[src/design/flash_protect_pkg.sv]
// Purpose: Shared opcodes, field positions and reset values for the flash protection block.
// Assumes: Serial link in mode 0, one data line each way, MSB first.
// Notes: Used by both ends, the assertions and the bench; the interface does not import it.
package flash_protect_pkg;
  // ****************************************
  // Opcodes
  // ****************************************
  localparam logic [7:0] write_enable_cmd = 8'h06;
  localparam logic [7:0] read_sector_lock_cmd = 8'hFA;
  localparam logic [7:0] read_sector_lock_wide_cmd = 8'hE0;
  localparam logic [7:0] write_sector_lock_cmd = 8'hFB;
  localparam logic [7:0] write_sector_lock_wide_cmd = 8'hE1;
  localparam logic [7:0] read_training_pattern_cmd = 8'h41;
  localparam logic [7:0] program_stored_pattern_cmd = 8'h43;
  localparam logic [7:0] write_working_pattern_cmd = 8'h44;
  localparam logic [7:0] read_correction_status_cmd = 8'hB3;
  localparam logic [7:0] write_correction_status_cmd = 8'hB5;
  localparam logic [7:0] clear_correction_status_cmd = 8'hB6;
  localparam logic [7:0] write_status_cmd = 8'h01;
  localparam logic [7:0] program_cmd = 8'h02;
  localparam logic [7:0] erase_cmd = 8'h20;
  // ****************************************
  // Values and fields
  // ****************************************
  localparam logic [7:0] lock_protected = 8'h00;
  localparam logic [7:0] lock_open = 8'hFF;
  localparam logic [7:0] stored_pattern_reset = 8'h00;
  localparam logic [7:0] correction_status_reset = 8'h00;
  localparam int correction_disable_bit = 0;
  localparam int correction_seen_bit = 1;
  localparam int tally_lsb = 2;
  localparam int tally_msb = 5;
  localparam logic [3:0] tally_max = 4'hF;
  localparam int partial_program_bit = 6;
  localparam int status_write_disable_bit = 7;
  localparam int quad_enable_bit = 6;
  localparam logic [7:0] status_reset = 8'h00;
  localparam int addr_short_bytes = 3;
  localparam int addr_wide_bytes = 4;
  // Link clock half period in system clocks.
  localparam logic [7:0] link_half_period = 8'h04;
  // ****************************************
  // Host register map (word byte addresses)
  // ****************************************
  localparam logic [3:0] reg_command = 4'h0;
  localparam logic [3:0] reg_address = 4'h4;
  localparam logic [3:0] reg_wdata = 4'h8;
  localparam logic [3:0] reg_rdata = 4'hC;
  localparam logic [3:0] reg_status = 4'h0;
  localparam int addr_bits = 4;
  localparam int sector_bits = 5;
endpackage

[src/design/flash_link_if.sv]
// Purpose: Serial link between host controller and flash protection device.
// Assumes: Output enables are active low; a released line reads high.
// Notes: The device line level is resolved here from the device's data and output enable.
`timescale 1ns/1ns
interface flash_link_if;
  logic link_clock;
  logic select_n;
  logic host_data;
  logic dev_data;
  logic dev_data_oe_n;
  logic dev_line;
  assign dev_line = dev_data_oe_n ? 1'b1 : dev_data;
  modport host (output link_clock, output select_n, output host_data, input dev_line);
  modport device (input link_clock, input select_n, input host_data, output dev_data, output dev_data_oe_n);
endinterface

[src/design/bit_sync.sv]
// Purpose: Two flip-flop synchroniser for link inputs.
// Assumes: One system clock.
// Notes: The first stage feeds only the second.
`timescale 1ns/1ns
module bit_sync #(
  parameter int width = 3,
  parameter logic [width-1:0] init = '1
) (
  input wire logic clock,
  input wire logic reset_n,
  input wire logic [width-1:0] async_in,
  output logic [width-1:0] sync_out
);
  logic [width-1:0] meta_q;
  always_ff @(posedge clock) begin
    if (!reset_n) begin
      meta_q <= init;
      sync_out <= init;
    end else begin
      meta_q <= async_in;
      sync_out <= meta_q;
    end
  end
endmodule

[src/design/flash_protect_dev.sv]
// Purpose: Device end: sector locks, training pattern, correction status and write gating.
// Assumes: Link clock sampled by the system clock, at least four system clocks per half period.
// Notes: Commands end when select rises; writes take effect then.
// Overview of operation
// - Opcodes FA/E0 read addressed sector lock.
// - Opcodes FB/E1 write addressed sector lock.
// - Lock byte 00h blocks program and erase.
// - Lock byte FFh unprotects; resets to FFh.
// - Opcodes 41/43/44 read, program, write pattern.
// - Stored pattern is 8 bits, ships 00h.
// - Reset copies stored pattern into working; here reset also clears stored pattern to 00h first.
// - Working pattern writable any time, volatile.
// - Dummy cycles may carry working pattern.
// - Opcodes B3/B5/B6 read, write, clear status.
// - Bit 0 disables correction; resets 0.
// - Bit 1 read-only correction seen flag.
// - Bits 5:2 count corrections, saturate 15.
// - Partial program ignored, flagged in bit 6; here only while bit 0 is 0.
// - Guarded status bits locked when disable and pin low.
// - Writes need write enable latch set first; clear (B6) does not.
// - Region protected if either scheme protects.
// - Host should use only one scheme.
// - Persistent or dynamic bit zero protects region.
`timescale 1ns/1ns
module flash_protect_dev
  import flash_protect_pkg::*;
#(
  parameter int sectors = 32,
  parameter int dummy_bits = 8
) (
  input wire logic clock,
  input wire logic reset_n,
  flash_link_if.device link,
  input wire logic write_protect_n,
  input wire logic correction_event,
  input wire logic partial_program_attempt,
  input wire logic [sectors-1:0] persistent_sector_lock,
  input wire logic [sectors-1:0] region_guard_map,
  input wire logic address_wide,
  output logic [sectors-1:0] sector_protected,
  output logic program_accepted,
  output logic [7:0] status_q,
  output logic [7:0] training_pattern_working
);
  import flash_protect_pkg::*;
  // ****************************************
  // Link sampling
  // ****************************************
  logic [2:0] pins_s;
  logic sclk_q;
  bit_sync #(.width(3), .init(3'b010)) u_sync (
    .clock(clock),
    .reset_n(reset_n),
    .async_in({link.link_clock, link.select_n, link.host_data}),
    .sync_out(pins_s)
  );
  // The write-protect pin is asynchronous as well.
  logic wp_n_s;
  bit_sync #(.width(1), .init(1'b1)) u_wp_sync (
    .clock(clock),
    .reset_n(reset_n),
    .async_in(write_protect_n),
    .sync_out(wp_n_s)
  );
  wire sclk_s = pins_s[2];
  wire sel_n_s = pins_s[1];
  wire mosi_s = pins_s[0];
  wire rise = sclk_s & ~sclk_q;
  wire fall = ~sclk_s & sclk_q;
  logic sel_q;
  wire frame_end = sel_n_s & sel_q;
  // ****************************************
  // Command shifter
  // ****************************************
  typedef enum {st_idle, st_op, st_addr, st_dummy, st_data} phase_t;
  phase_t phase_q;
  logic [7:0] shift_q, op_q, wdata_q, rdata_q, stored_q, ecc_q;
  logic [31:0] addr_q;
  logic [5:0] cnt_q;
  logic [sectors-1:0] dyn_lock_q;
  logic wel_q, got_data_q, out_q, oe_n_q;
  wire [7:0] shift_d = {shift_q[6:0], mosi_s};
  wire op_rd_lock = op_q == read_sector_lock_cmd || op_q == read_sector_lock_wide_cmd;
  wire op_wr_lock = op_q == write_sector_lock_cmd || op_q == write_sector_lock_wide_cmd;
  wire op_wide = op_q == read_sector_lock_wide_cmd || op_q == write_sector_lock_wide_cmd;
  wire [5:0] addr_len = 6'(8 * ((op_wide || address_wide) ? addr_wide_bytes : addr_short_bytes));
  wire [5:0] cnt_inc = cnt_q + 6'd1;
  wire [$clog2(sectors)-1:0] sec = addr_q[12 +: $clog2(sectors)];
  wire [7:0] new_op = shift_d;
  wire dummy_rd = new_op == read_training_pattern_cmd;
  always_ff @(posedge clock) begin
    if (!reset_n) begin
      sclk_q <= 1'b0;
      sel_q <= 1'b0;
    end else begin
      sclk_q <= sclk_s;
      sel_q <= ~sel_n_s;
    end
  end
  always_ff @(posedge clock) begin
    if (!reset_n || sel_n_s) begin
      phase_q <= st_op;
      cnt_q <= '0;
      got_data_q <= 1'b0;
      if (!reset_n) begin
        op_q <= '0;
        shift_q <= '0;
        addr_q <= '0;
        wdata_q <= '0;
      end
    end else if (rise) begin
      shift_q <= shift_d;
      cnt_q <= cnt_inc;
      case (phase_q)
        st_op: if (cnt_q == 6'd7) begin
          op_q <= new_op;
          cnt_q <= '0;
          phase_q <= (new_op == read_sector_lock_cmd || new_op == read_sector_lock_wide_cmd ||
                      new_op == write_sector_lock_cmd || new_op == write_sector_lock_wide_cmd ||
                      new_op == program_cmd || new_op == erase_cmd) ? st_addr :
                     dummy_rd ? st_dummy : st_data;
        end
        st_addr: begin
          addr_q <= {addr_q[30:0], mosi_s};
          if (cnt_inc == addr_len) begin
            cnt_q <= '0;
            phase_q <= st_data;
          end
        end
        st_dummy: if (cnt_inc == 6'(dummy_bits)) begin
          cnt_q <= '0;
          phase_q <= st_data;
        end
        st_data: if (cnt_q[2:0] == 3'd7) begin
          wdata_q <= shift_d;
          got_data_q <= 1'b1;
        end
        default: phase_q <= st_op;
      endcase
    end
  end
  // ****************************************
  // Read data select and output shifter
  // ****************************************
  wire [7:0] lock_byte = dyn_lock_q[sec] ? lock_open : lock_protected;
  always_comb begin
    case (op_q)
      read_sector_lock_cmd, read_sector_lock_wide_cmd: rdata_q = lock_byte;
      read_training_pattern_cmd: rdata_q = training_pattern_working;
      read_correction_status_cmd: rdata_q = ecc_q;
      default: rdata_q = 8'h00;
    endcase
  end
  // Drive on falling edges so the host samples a settled bit at the end of the next high phase.
  wire drive_pat = phase_q == st_dummy;
  wire drive_dat = phase_q == st_data && (op_rd_lock || op_q == read_training_pattern_cmd ||
                                          op_q == read_correction_status_cmd);
  wire [2:0] bit_i = 3'(7 - int'(cnt_q[2:0]));
  always_ff @(posedge clock) begin
    if (!reset_n || sel_n_s) begin
      out_q <= 1'b1;
      oe_n_q <= 1'b1;
    end else if (fall) begin
      oe_n_q <= ~(drive_pat | drive_dat);
      out_q <= drive_pat ? training_pattern_working[bit_i] : rdata_q[bit_i];
    end
  end
  assign link.dev_data = out_q;
  assign link.dev_data_oe_n = oe_n_q;
  // ****************************************
  // Register updates at frame end, on correction events and after reset
  // ****************************************
  wire writes = got_data_q && wel_q;
  wire guarded = status_q[status_write_disable_bit] && !wp_n_s;
  wire [sectors-1:0] both_prot = ~persistent_sector_lock | ~dyn_lock_q;
  wire [sectors-1:0] prot_d = both_prot | region_guard_map;
  wire target_prot = prot_d[sec];
  wire [3:0] tally = ecc_q[tally_msb:tally_lsb];
  wire correcting = !ecc_q[correction_disable_bit];
  logic init_q;
  always_ff @(posedge clock) begin
    if (!reset_n) begin
      dyn_lock_q <= '1;
      stored_q <= stored_pattern_reset;
      training_pattern_working <= stored_pattern_reset;
      init_q <= 1'b1;
      ecc_q <= correction_status_reset;
      status_q <= status_reset;
      wel_q <= 1'b0;
      program_accepted <= 1'b0;
      sector_protected <= '0;
    end else begin
      init_q <= 1'b0;
      program_accepted <= 1'b0;
      sector_protected <= prot_d;
      // The stored pattern survives reset in a real part; model by reloading after release.
      if (init_q) training_pattern_working <= stored_q;
      if (frame_end) begin
        if (op_q == write_enable_cmd) wel_q <= 1'b1;
        else if (writes || op_q == erase_cmd) wel_q <= 1'b0;
        if (writes) begin
          case (op_q)
            write_sector_lock_cmd, write_sector_lock_wide_cmd:
              dyn_lock_q[sec] <= wdata_q != lock_protected;
            program_stored_pattern_cmd: stored_q <= wdata_q;
            write_working_pattern_cmd: training_pattern_working <= wdata_q;
            write_correction_status_cmd: ecc_q[correction_disable_bit] <= wdata_q[correction_disable_bit];
            write_status_cmd: if (!guarded) status_q <= wdata_q;
            program_cmd: program_accepted <= !target_prot && !(correcting && partial_program_attempt);
            default: ;
          endcase
        end
        if (op_q == erase_cmd && wel_q) program_accepted <= !target_prot;
        if (op_q == clear_correction_status_cmd) begin
          ecc_q[tally_msb:tally_lsb] <= '0;
          ecc_q[correction_seen_bit] <= 1'b0;
          ecc_q[partial_program_bit] <= 1'b0;
        end
      end
      // Events set after a clear in the same cycle, so the set wins.
      if (correction_event) begin
        ecc_q[correction_seen_bit] <= 1'b1;
        if (tally != tally_max) ecc_q[tally_msb:tally_lsb] <= tally + 4'd1;
      end
      if (frame_end && writes && op_q == program_cmd && correcting && partial_program_attempt)
        ecc_q[partial_program_bit] <= 1'b1;
    end
  end
endmodule

[src/flat_wrapper.sv]
// flat-port wrapper written by rule: the top's interface ports become plain ports
module flash_protect_dev_flat import flash_protect_pkg::*;
#(
  parameter int sectors = 32,
  parameter int dummy_bits = 8
)
  (clock, reset_n, write_protect_n, correction_event, partial_program_attempt, persistent_sector_lock, region_guard_map, address_wide, sector_protected, program_accepted, status_q, training_pattern_working, link_link_clock, link_select_n, link_host_data, link_dev_data, link_dev_data_oe_n);
  flash_link_if link_i ();
  input wire logic clock;
  input wire logic reset_n;
  input wire logic write_protect_n;
  input wire logic correction_event;
  input wire logic partial_program_attempt;
  input wire logic [sectors-1:0] persistent_sector_lock;
  input wire logic [sectors-1:0] region_guard_map;
  input wire logic address_wide;
  output logic [sectors-1:0] sector_protected;
  output logic program_accepted;
  output logic [7:0] status_q;
  output logic [7:0] training_pattern_working;
  input wire logic [$bits(link_i.link_clock)-1:0] link_link_clock;
  input wire logic [$bits(link_i.select_n)-1:0] link_select_n;
  input wire logic [$bits(link_i.host_data)-1:0] link_host_data;
  output wire logic [$bits(link_i.dev_data)-1:0] link_dev_data;
  output wire logic [$bits(link_i.dev_data_oe_n)-1:0] link_dev_data_oe_n;
  assign link_i.link_clock = link_link_clock;
  assign link_i.select_n = link_select_n;
  assign link_i.host_data = link_host_data;
  assign link_dev_data = link_i.dev_data;
  assign link_dev_data_oe_n = link_i.dev_data_oe_n;
  flash_protect_dev #(.sectors(sectors), .dummy_bits(dummy_bits)) u_core (.clock(clock), .reset_n(reset_n), .link(link_i), .write_protect_n(write_protect_n), .correction_event(correction_event), .partial_program_attempt(partial_program_attempt), .persistent_sector_lock(persistent_sector_lock), .region_guard_map(region_guard_map), .address_wide(address_wide), .sector_protected(sector_protected), .program_accepted(program_accepted), .status_q(status_q), .training_pattern_working(training_pattern_working));
endmodule
[config.mk]
export PLATFORM = sky130hd
export DESIGN_NAME = flash_protect_dev_flat
export DESIGN_NICKNAME = d
export VERILOG_FILES = /design/src/design/flash_protect_pkg.sv /design/src/design/flash_link_if.sv /design/src/design/bit_sync.sv /design/src/design/flash_protect_dev.sv /design/src/flat_wrapper.sv
export SDC_FILE = /design/constraint.sdc
export NUM_CORES = 1
export LEC_CHECK = 0
export ABC_AREA = 1
export BUFFER_PORTS_ARGS = -buffer_cell sky130_fd_sc_hd__buf_2
export CAP_MARGIN = 20
export CORE_MARGIN = 3
export CORE_UTILIZATION = 25
export DETAILED_ROUTE_END_ITERATION = 16
export GPL_TIMING_DRIVEN = 0
export SLEW_MARGIN = 20
export SYNTH_ARGS = -nofsm -noshare
export SYNTH_HDL_FRONTEND = slang
export SYNTH_SLANG_ARGS = --single-unit
[constraint.sdc]
create_clock -name clock -period 3.9 [get_ports clock]
set_clock_uncertainty 0.15 [all_clocks]
set_input_delay 0.78 -clock clock [delete_from_list [all_inputs] [get_ports clock]]
set_output_delay 0.78 -clock clock [all_outputs]
set_load 0.02 [all_outputs]
# Yosys cells after proc, flatten, opt, wreduce, memory -nomap -nowiden
# Cells that the tools add are included.
# totals
reg_bits,189
input_bits,73
output_inout_bits,51
wordCells,196
# op_classes
add_sub_neg,3
order_cmp,3
eq_ne,36
muxes,57
n_bitwise,14
reduce_logical,56
# op_table
cell,n
$mux W32,4
$pmux W32 S4,1
$mux W8,14
$eq A8 B8 Y1 const B,11
$mux W17,4
$eq A32 B2 Y1 const B,2
$eq A32 B3 Y1 const B,2
$not A32 Y32,2
$or A32 B32 Y32,2
$bwmux W32,1
$eq A32 B1 Y1 const B,1
$eq A32 B4 Y1 const B,1
$eq A8 B7 Y1 const B,4
$mux W6,4
$pmux W8 S3,1
$reduce_bool A2 Y1,11
$mux W7,3
$pmux W6 S3,1
$eq A8 B2 Y1 const B,2
$eq A8 B6 Y1 const B,2
$mux W1,15
$reduce_and A3 Y1,5
$logic_or A1 B1 Y1,12
$reduce_and A4 Y1,3
other kinds (30),61

# Longest topological paths before layout
# Gate-level depths: netlist of the first run.
# logic_depth
ltp_word,10
mapped_depth,16
mapped_depth_nobuf,16

# Modules after synthesis
# A second synthesis of the first run with hierarchy kept.
# hier_totals
hier_cells,951
hier_area_um2,7348.3
# by_module_without_submodules
mod,instances,cells_each,area_per_inst_um2,seq_area_each_um2
flash_protect_dev,1,927,7128.1,3443.3
bit_sync at u_core.u_sync,1,18,165.2,120.1
bit_sync at u_core.u_wp_sync,1,6,55.1,40.0

# Worst setup path before layout of the first run
# OpenSTA, ideal clock, no wires.
# synth_timing
path_type,register to register
startpoint,reg u_core.u_sync.sync_out[2]
endpoint,"reg u_core.addr_q[0], enable pin"
setup_time_ns,0.374
arrival_ns,1.823
t_required_ns,3.376
path_slack_ns,1.552
path_stages_with_launch,8
path_buffers,1
synth_period_minus_slack_ns,2.348
path_cell_list,dfxtp_1 -> inv_1 -> nor2_1 -> inv_1 -> clkbuf_1 -> or2_2 -> nand2_1 -> o21a_1
# synth_between
elab_chain_cells,3
# synth_lines
item,line_no,source
from (decl),bit_sync.sv:12,output logic [width-1:0] sync_out
from (signal assigned),bit_sync.sv:18,sync_out <= init;
from (signal assigned),bit_sync.sv:21,sync_out <= meta_q;
$and A1 B1 Y1,flash_protect_dev.sv:68,wire rise = sclk_s & ~sclk_q;
$reduce_bool A2 Y1 (no line),n/a,
$reduce_and A3 Y1 (no line),n/a,
to (signal assigned),flash_protect_dev.sv:124,"addr_q <= {addr_q[30:0], mosi_s};"
to (decl),flash_protect_dev.sv:78,logic [31:0] addr_q;
# Every way passes these cells.
# A chain may end at the register's enable or synchronous reset.

# Worst setup path after layout of the first run
# Ends and elaborated chain as after synthesis.

==> metrics, run 1 <==
clock root cell clkbuf_16; first-pass GRT wire length 34700 µm; H-Tree Level Count 4; fraction of the mapped netlist area in compound gates 13.3%; initial DRC count 525; Tcrit/Tclk final 73.2%; Cell variety after synth 42; Max IR drop VDD 0.000215 V; wire per inst 14.9 µm; commonest non-fill, non-tap cell in the layout nand2_1; Core Area 28200 µm²; Synth Area per Inst 7.63 µm²; Port Buf Inserts 123; hpwl dp 16800 µm; Synth Area in Simple Gates 28.0%; Hold WS 0.268 ns; Skew-Pair Late Insertion Delay 0.42 ns; number of enable flip-flop cells after synthesis 40; die width 177 µm; RSZ-0062 raised after global routing false; Cell Count Post-Placement 1457; GPL Wtd Cong 0.914; Clock Tree Buf Depth 2; Synth Cell Area 7290 µm²; post-layout minimum cycle time 2.85 ns; worst-margin pin slew 0.823 ns; initial antenna violation count 0; Synth Instances 956; setup TNS 0 ns; # IOs 124; via count 6826; crit path setup slack, layout 1.05 ns; XOR/XNOR Fraction of Synth Area 0.240%; crit path max fanout 17; Seq. cell area 3600 µm²; Startpoint Class flop; Post-Synth Adder-Cell Area 0.515%; CP endpoint kind flop; CTS Buf Count 17; P_leak 0.00398 µW; Hold Vio Cnt, Final 0; final wirelength 22200 µm; hold crit path type flop to flop; Setup Buffers After CTS 0; Clock Sinks 160; WP data arrival 2.75 ns; commonest cells after routing, fill and taps aside 185 x nand2_1, 134 x nor2_1, 130 x buf_2, 120 x dfxtp_1, 109 x inv_1; largest net degree at the start of global routing 18; power per cell area 400 nW/µm²; Max-Cap Viols 0; Layout area overhead 22.1%; vias in the first global route 6596; # DRC 0; clk slew on worst S/H paths 0.06 ns; Pre-antenna DRT Iters 5; CTS tree built; CTS resizes 0; relative slew slack 44.7%; Rows 61; final non-filler cell total 1489; area of the multi-input gates 3090 µm²; number of diodes 0; Max Fclk 350 MHz; full die area 31300 µm²; syn nets 1032; Synth Flop Type dfxtp_1; FF+latch count, synth 160; vias per std cell 4.58; layout cells sized above 1 18.5%; Filler Cell Count 3056; NumNets Final 1174; post-place setup slack 0.837 ns; Die Ht 177 µm; Starting Density 25.8%; mux contribution to synthesized area 0.309%; Yosys warning count 0; ys async rst share 0%; # setup viols final 0; Hold Buf Count CTS 0; Final Util 31.5%; Worst EP required 3.80 ns; ANT nets after route 0; post-synthesis sequential area ratio 49.4%; gr ovfl total 0; largest family of logic cells by synthesized area simple AND/OR/NAND/NOR gates; Pins Over Slew Limit 0; All-Layer GR Usage 14.2%; critical path class flop to flop; status finished clean
## flip-flops by register name, indices dropped and copies added (netlist names), 3 cells and up
name,cells
u_core.dyn_lock_q,32
u_core.sector_protected,32
u_core.addr_q,17
u_core.op_q,8
u_core.status_q,8
u_core.stored_q,8
u_core.training_pattern_working,8
u_core.wdata_q,8
u_core.ecc_q,7
u_core.shift_q,7
u_core.cnt_q,6
u_core.phase_q,3
u_core.u_sync.meta_q,3
u_core.u_sync.sync_out,3
## per-layer routing
metal	wire length, µm	GRT usage, %	vias to the layer above
met2	9990	22.3	197
met5	0	0	-
met1	10600	19.5	3151
met4	541	5.30	0
met3	1120	2.45	33
li1	-	-	3445
## final timing paths
| path | slack [ns] | to | start | depth (start not counted) |
|---|---|---|---|---|
| min | 0.27 | u_core.u_sync.sync_out[0] | u_core.u_sync.meta_q[0] | 2 |
| min reg2reg | 0.27 | u_core.u_sync.sync_out[0] | u_core.u_sync.meta_q[0] | 2 |
| max reg2reg | 1.05 | u_core.addr_q[0] | u_core.u_sync.sync_out[2] | 7 |
| max | 1.05 | u_core.addr_q[0] | u_core.u_sync.sync_out[2] | 7 |
## power breakdown
group | total, µW | switching (µW) | internal (µW) | leakage, µW
Sequential | 1770 | 23.6 | 1750 | 0.00139
Clock | 1520 | 676 | 844 | 0.000265
Combinational | 273 | 184 | 89.0 | 0.00233
## area by class of cell
cell class / instances / area share [%]
buffer: 35 / 1.87
clock buffer: 22 / 5.21
clock inverter: 10 / 0.674
inverter: 115 / 4.85
multi-input combinational: 646 / 34.7
sequential: 160 / 40.5
tap: 378 / 5.31
timing repair buffer: 123 / 6.91
## cell usage after synthesis (5+ instances only)
library cell | number | area share, %
nand2_1 | 185 | 9.5
nor2_1 | 134 | 6.9
dfxtp_1 | 120 | 33
inv_1 | 109 | 5.6
o21ai_0 | 74 | 5.1
a21oi_1 | 71 | 4.9
nand3_1 | 69 | 4.7
edfxtp_1 | 40 | 16
clkbuf_1 | 24 | 1.2
nor3_1 | 22 | 1.5
o22ai_1 | 13 | 1.1
nor3_2 | 12 | 1.6
nand4_1 | 11 | 0.94
buf_2 | 7 | 0.48
inv_2 | 6 | 0.31
or2_2 | 6 | 0.51
a31oi_1 | 5 | 0.43
nor2_2 | 5 | 0.43
## kinds of logic (layout without fill, tap and decap cells)
kind of cell,Yosys count,after routing
AO/OA/AOI/OAI,179,179
adder cells (fa/ha/maj),3,3
buffers and inverters,150,305
multiplexers,2,2
flip-flops,160,160
XOR/XNOR,2,2
AND/OR/NAND/NOR,460,460
## stage by stage
stage	total power [µW]	instance area (µm²)
3_3_place_gp	2080	8380
4_1_cts	3610	8910
6_report	3560	8910
5_1_grt	3700	8910
2_1_floorplan	1960	7290
3_5_place_dp	2080	8380
## worst max-delay path: stages (launching register included)
cell      delay (ns)
dfxtp_1         0.33
inv_1           0.05
nor2_1          0.26
inv_1           0.09
clkbuf_1        0.24
or2_2           0.36
nand2_1         0.30
o21a_1          0.70
Power figures use the tool's default switching activity.
==> run 2: changes to the inputs <==
- ABC_AREA: 1 -> 0
- clock period: 3.9 -> 2.9 ns (I/O delays scaled with it)
==> metrics, run 2 <==
status finished clean (unchanged); NumNets Final 954 (was 1174); full die area 31700 µm² (was 31300 µm²); area leader, netlist dfxtp_1 (unchanged); P_leak 0.00358 µW (was 0.00398 µW); Tcrit/Tclk final 93.6% (was 73.2%); via count 6204 (was 6826); final wirelength 21700 µm (was 22200 µm); crit path setup slack, layout 0.185 ns (was 1.05 ns); gr ovfl total 0 (unchanged); Seq. cell area 3600 µm² (unchanged); Port Buf Inserts 123 (unchanged); Cell variety after synth 75 (was 42); area of the multi-input gates 3570 µm² (was 3090 µm²); Hold WS 0.194 ns (was 0.268 ns); CP max stage cell clkbuf_1 (was o21a_1); commonest non-fill, non-tap cell in the layout buf_2 (was nand2_1); Filler Cell Count 3003 (was 3056); setup TNS 0 ns (unchanged); Clock Tree Buf Depth 2 (unchanged); FF+latch count, synth 160 (unchanged); crit-path cells clkbuf_1 -> clkbuf_1 -> clkbuf_1 -> a21oi_1 -> o31ai_1 -> o211ai_1 (was inv_1 -> nor2_1 -> inv_1 -> clkbuf_1 -> or2_2 -> nand2_1 -> o21a_1); Synth top area share 32.4% (was 32.9%); Pins Over Slew Limit 0 (unchanged); wire per inst 17.0 µm (was 14.9 µm); Skew-Pair Late Insertion Delay 0.42 ns (about the same); CP bufs+invs 3 (unchanged); Yosys warning count 0 (unchanged); clock root cell clkbuf_16 (unchanged); initial antenna violation count 0 (unchanged); post-synthesis sequential area ratio 48.6% (was 49.4%); count leader, synth dfxtp_1 (was nand2_1); CP peak stage delay 0.56 ns (was 0.70 ns); final non-filler cell total 1275 (was 1489); Critical R2R Launch u_core.addr_q[13] (was u_core.u_sync.sync_out[2]); crit path max fanout 10 (was 17); most used cell, CP clkbuf_1 (was inv_1); Core Area 28900 µm² (was 28200 µm²); # IOs 124 (unchanged); first-pass GRT wire length 33500 µm (was 34700 µm); CTS tree built (unchanged); H-Tree Level Count 4 (unchanged); Setup Buffers After CTS 0 (unchanged); initial DRC count 452 (was 525); Hold Vio Cnt, Final 0 (unchanged); hold_sp write_protect_n (was u_core.u_sync.meta_q[0]); number of enable flip-flop cells after synthesis 40 (unchanged); hpwl dp 16200 µm (was 16800 µm); RSZ-0062 raised after global routing false (unchanged); vias per std cell 4.87 (was 4.58); relative slew slack 35.5% (was 44.7%); CTS Buf Count 17 (unchanged); Max IR drop VDD 0.000363 V (was 0.000215 V); Pre-antenna DRT Iters 5 (unchanged); clk slew on worst S/H paths 0.06 ns (about the same); Max-Cap Viols 0 (unchanged); commonest cells after routing, fill and taps aside 134 x buf_2, 120 x dfxtp_1, 84 x nor2_1, 65 x and2_1, 52 x mux2i_1 (was 185 x nand2_1, 134 x nor2_1, 130 x buf_2, 120 x dfxtp_1, 109 x inv_1); Starting Density 25.6% (was 25.8%); Area contributors post-synth dfxtp_1 32%, edfxtp_1 16%, mux2i_1 7.0% (was dfxtp_1 33%, edfxtp_1 16%, nand2_1 9.5%); crit path launch u_core.addr_q[13] (was u_core.u_sync.sync_out[2]); Startpoint Class flop (unchanged); CP endpoint kind flop (unchanged); Cell Count Post-Placement 1243 (was 1457); number of diodes 0 (unchanged); fin area 9070 µm² (was 8910 µm²); vias in the first global route 5938 (was 6596); Worst EP required 3.03 ns (was 3.80 ns); Hold Buf Count CTS 0 (unchanged); Synth Instances 735 (was 956); post-layout minimum cycle time 2.72 ns (was 2.85 ns); power per cell area 528 nW/µm² (was 400 nW/µm²); Die Ht 178 µm (was 177 µm); GPL Wtd Cong 0.903 (was 0.914); CTS resizes 0 (unchanged); Area after DPL 8540 µm² (was 8380 µm²); reg2reg setup slack 0.18 ns (was 1.05 ns); Synth Cell Area 7410 µm² (was 7290 µm²); hold crit path type input port to flop (was flop to flop); Synth Area per Inst 10.1 µm² (was 7.63 µm²); die width 178 µm (was 177 µm); All-Layer GR Usage 13.7% (was 14.2%); Clock Sinks 160 (unchanged); Rows 62 (was 61); ANT nets after route 0 (unchanged); critical path class flop to flop (unchanged); most frequent cells after synthesis 120 x dfxtp_1, 84 x nor2_1, 65 x and2_1 (was 185 x nand2_1, 134 x nor2_1, 120 x dfxtp_1); biggest regs u_core.dyn_lock_q (32), u_core.sector_protected (32), u_core.addr_q (17) (unchanged); Synth Flop Type dfxtp_1 (unchanged); CP top delay family buffers and inverters (was simple AND/OR/NAND/NOR gates); layout cells sized above 1 22.6% (was 18.5%); WP data arrival 2.85 ns (was 2.75 ns); syn nets 811 (was 1032); # DRC 0 (unchanged); worst-margin pin slew 0.957 ns (was 0.823 ns); Layout area overhead 22.5% (was 22.1%); post-place setup slack 0.190 ns (was 0.837 ns); ys async rst share 0% (unchanged); Max Fclk 368 MHz (was 350 MHz); # setup viols final 0 (unchanged); largest net degree at the start of global routing 17 (was 18)
run 2: power by group:
group | total, µW | switching (µW) | internal, µW
clock | 2050 | 890 | 1160
sequential | 2380 | 31.7 | 2350
combinational | 361 | 221 | 140
total | 4790 | 1140 | 3650
run 2: cells by family (layout without fill, tap and decap cells):
family	count (synthesis)	count (layout)	share of synthesized area [%]
AO/OA/AOI/OAI	120	120	11.4
adder cells (fa/ha/maj)	3	3	0.507
XOR/XNOR	5	5	0.591
AND/OR/NAND/NOR	318	318	23.7
buffers and inverters	60	216	3.53
multiplexers	69	69	11.6
flip-flops	160	160	48.6
run 2: final timing paths:
check                                            endpoint  cells after the start
worst max register to register       u_core.link.dev_data                      6
worst max-delay path                 u_core.link.dev_data                      6
worst min-delay path              u_core.u_wp_sync.meta_q                      2
worst min register to register  u_core.u_sync.sync_out[1]                      1
run 2: final cells by class:
class / count / share of cell area, %
Clock inverter: 13 / 1.08
Tap cell: 384 / 5.30
Sequential cell: 160 / 39.7
Timing Repair Buffer: 124 / 6.91
Buffer: 49 / 2.43
Clock buffer: 19 / 4.77
Multi-Input combinational cell: 515 / 39.4
Inverter: 11 / 0.455
run 2: layer usage:
metal / part of all wire, % / wire length (µm) / global-route usage [%]
met5: 0 / 0 / 0
met4: 1.7 / 359 / 4.42
met3: 6.7 / 1460 / 3.34
met2: 44 / 9630 / 20.5
met1: 47 / 10200 / 19.4
run 2: stage by stage:
| stage | utilization [%] | power, µW |
|---|---|---|
| floorplan | - | 2630 |
| global placement | 29.4 | 2790 |
| detailed placement | 29.5 | 2790 |
| CTS | 31.4 | 4840 |
| global route | 31.4 | 4970 |
| finish | 31.4 | 4790 |
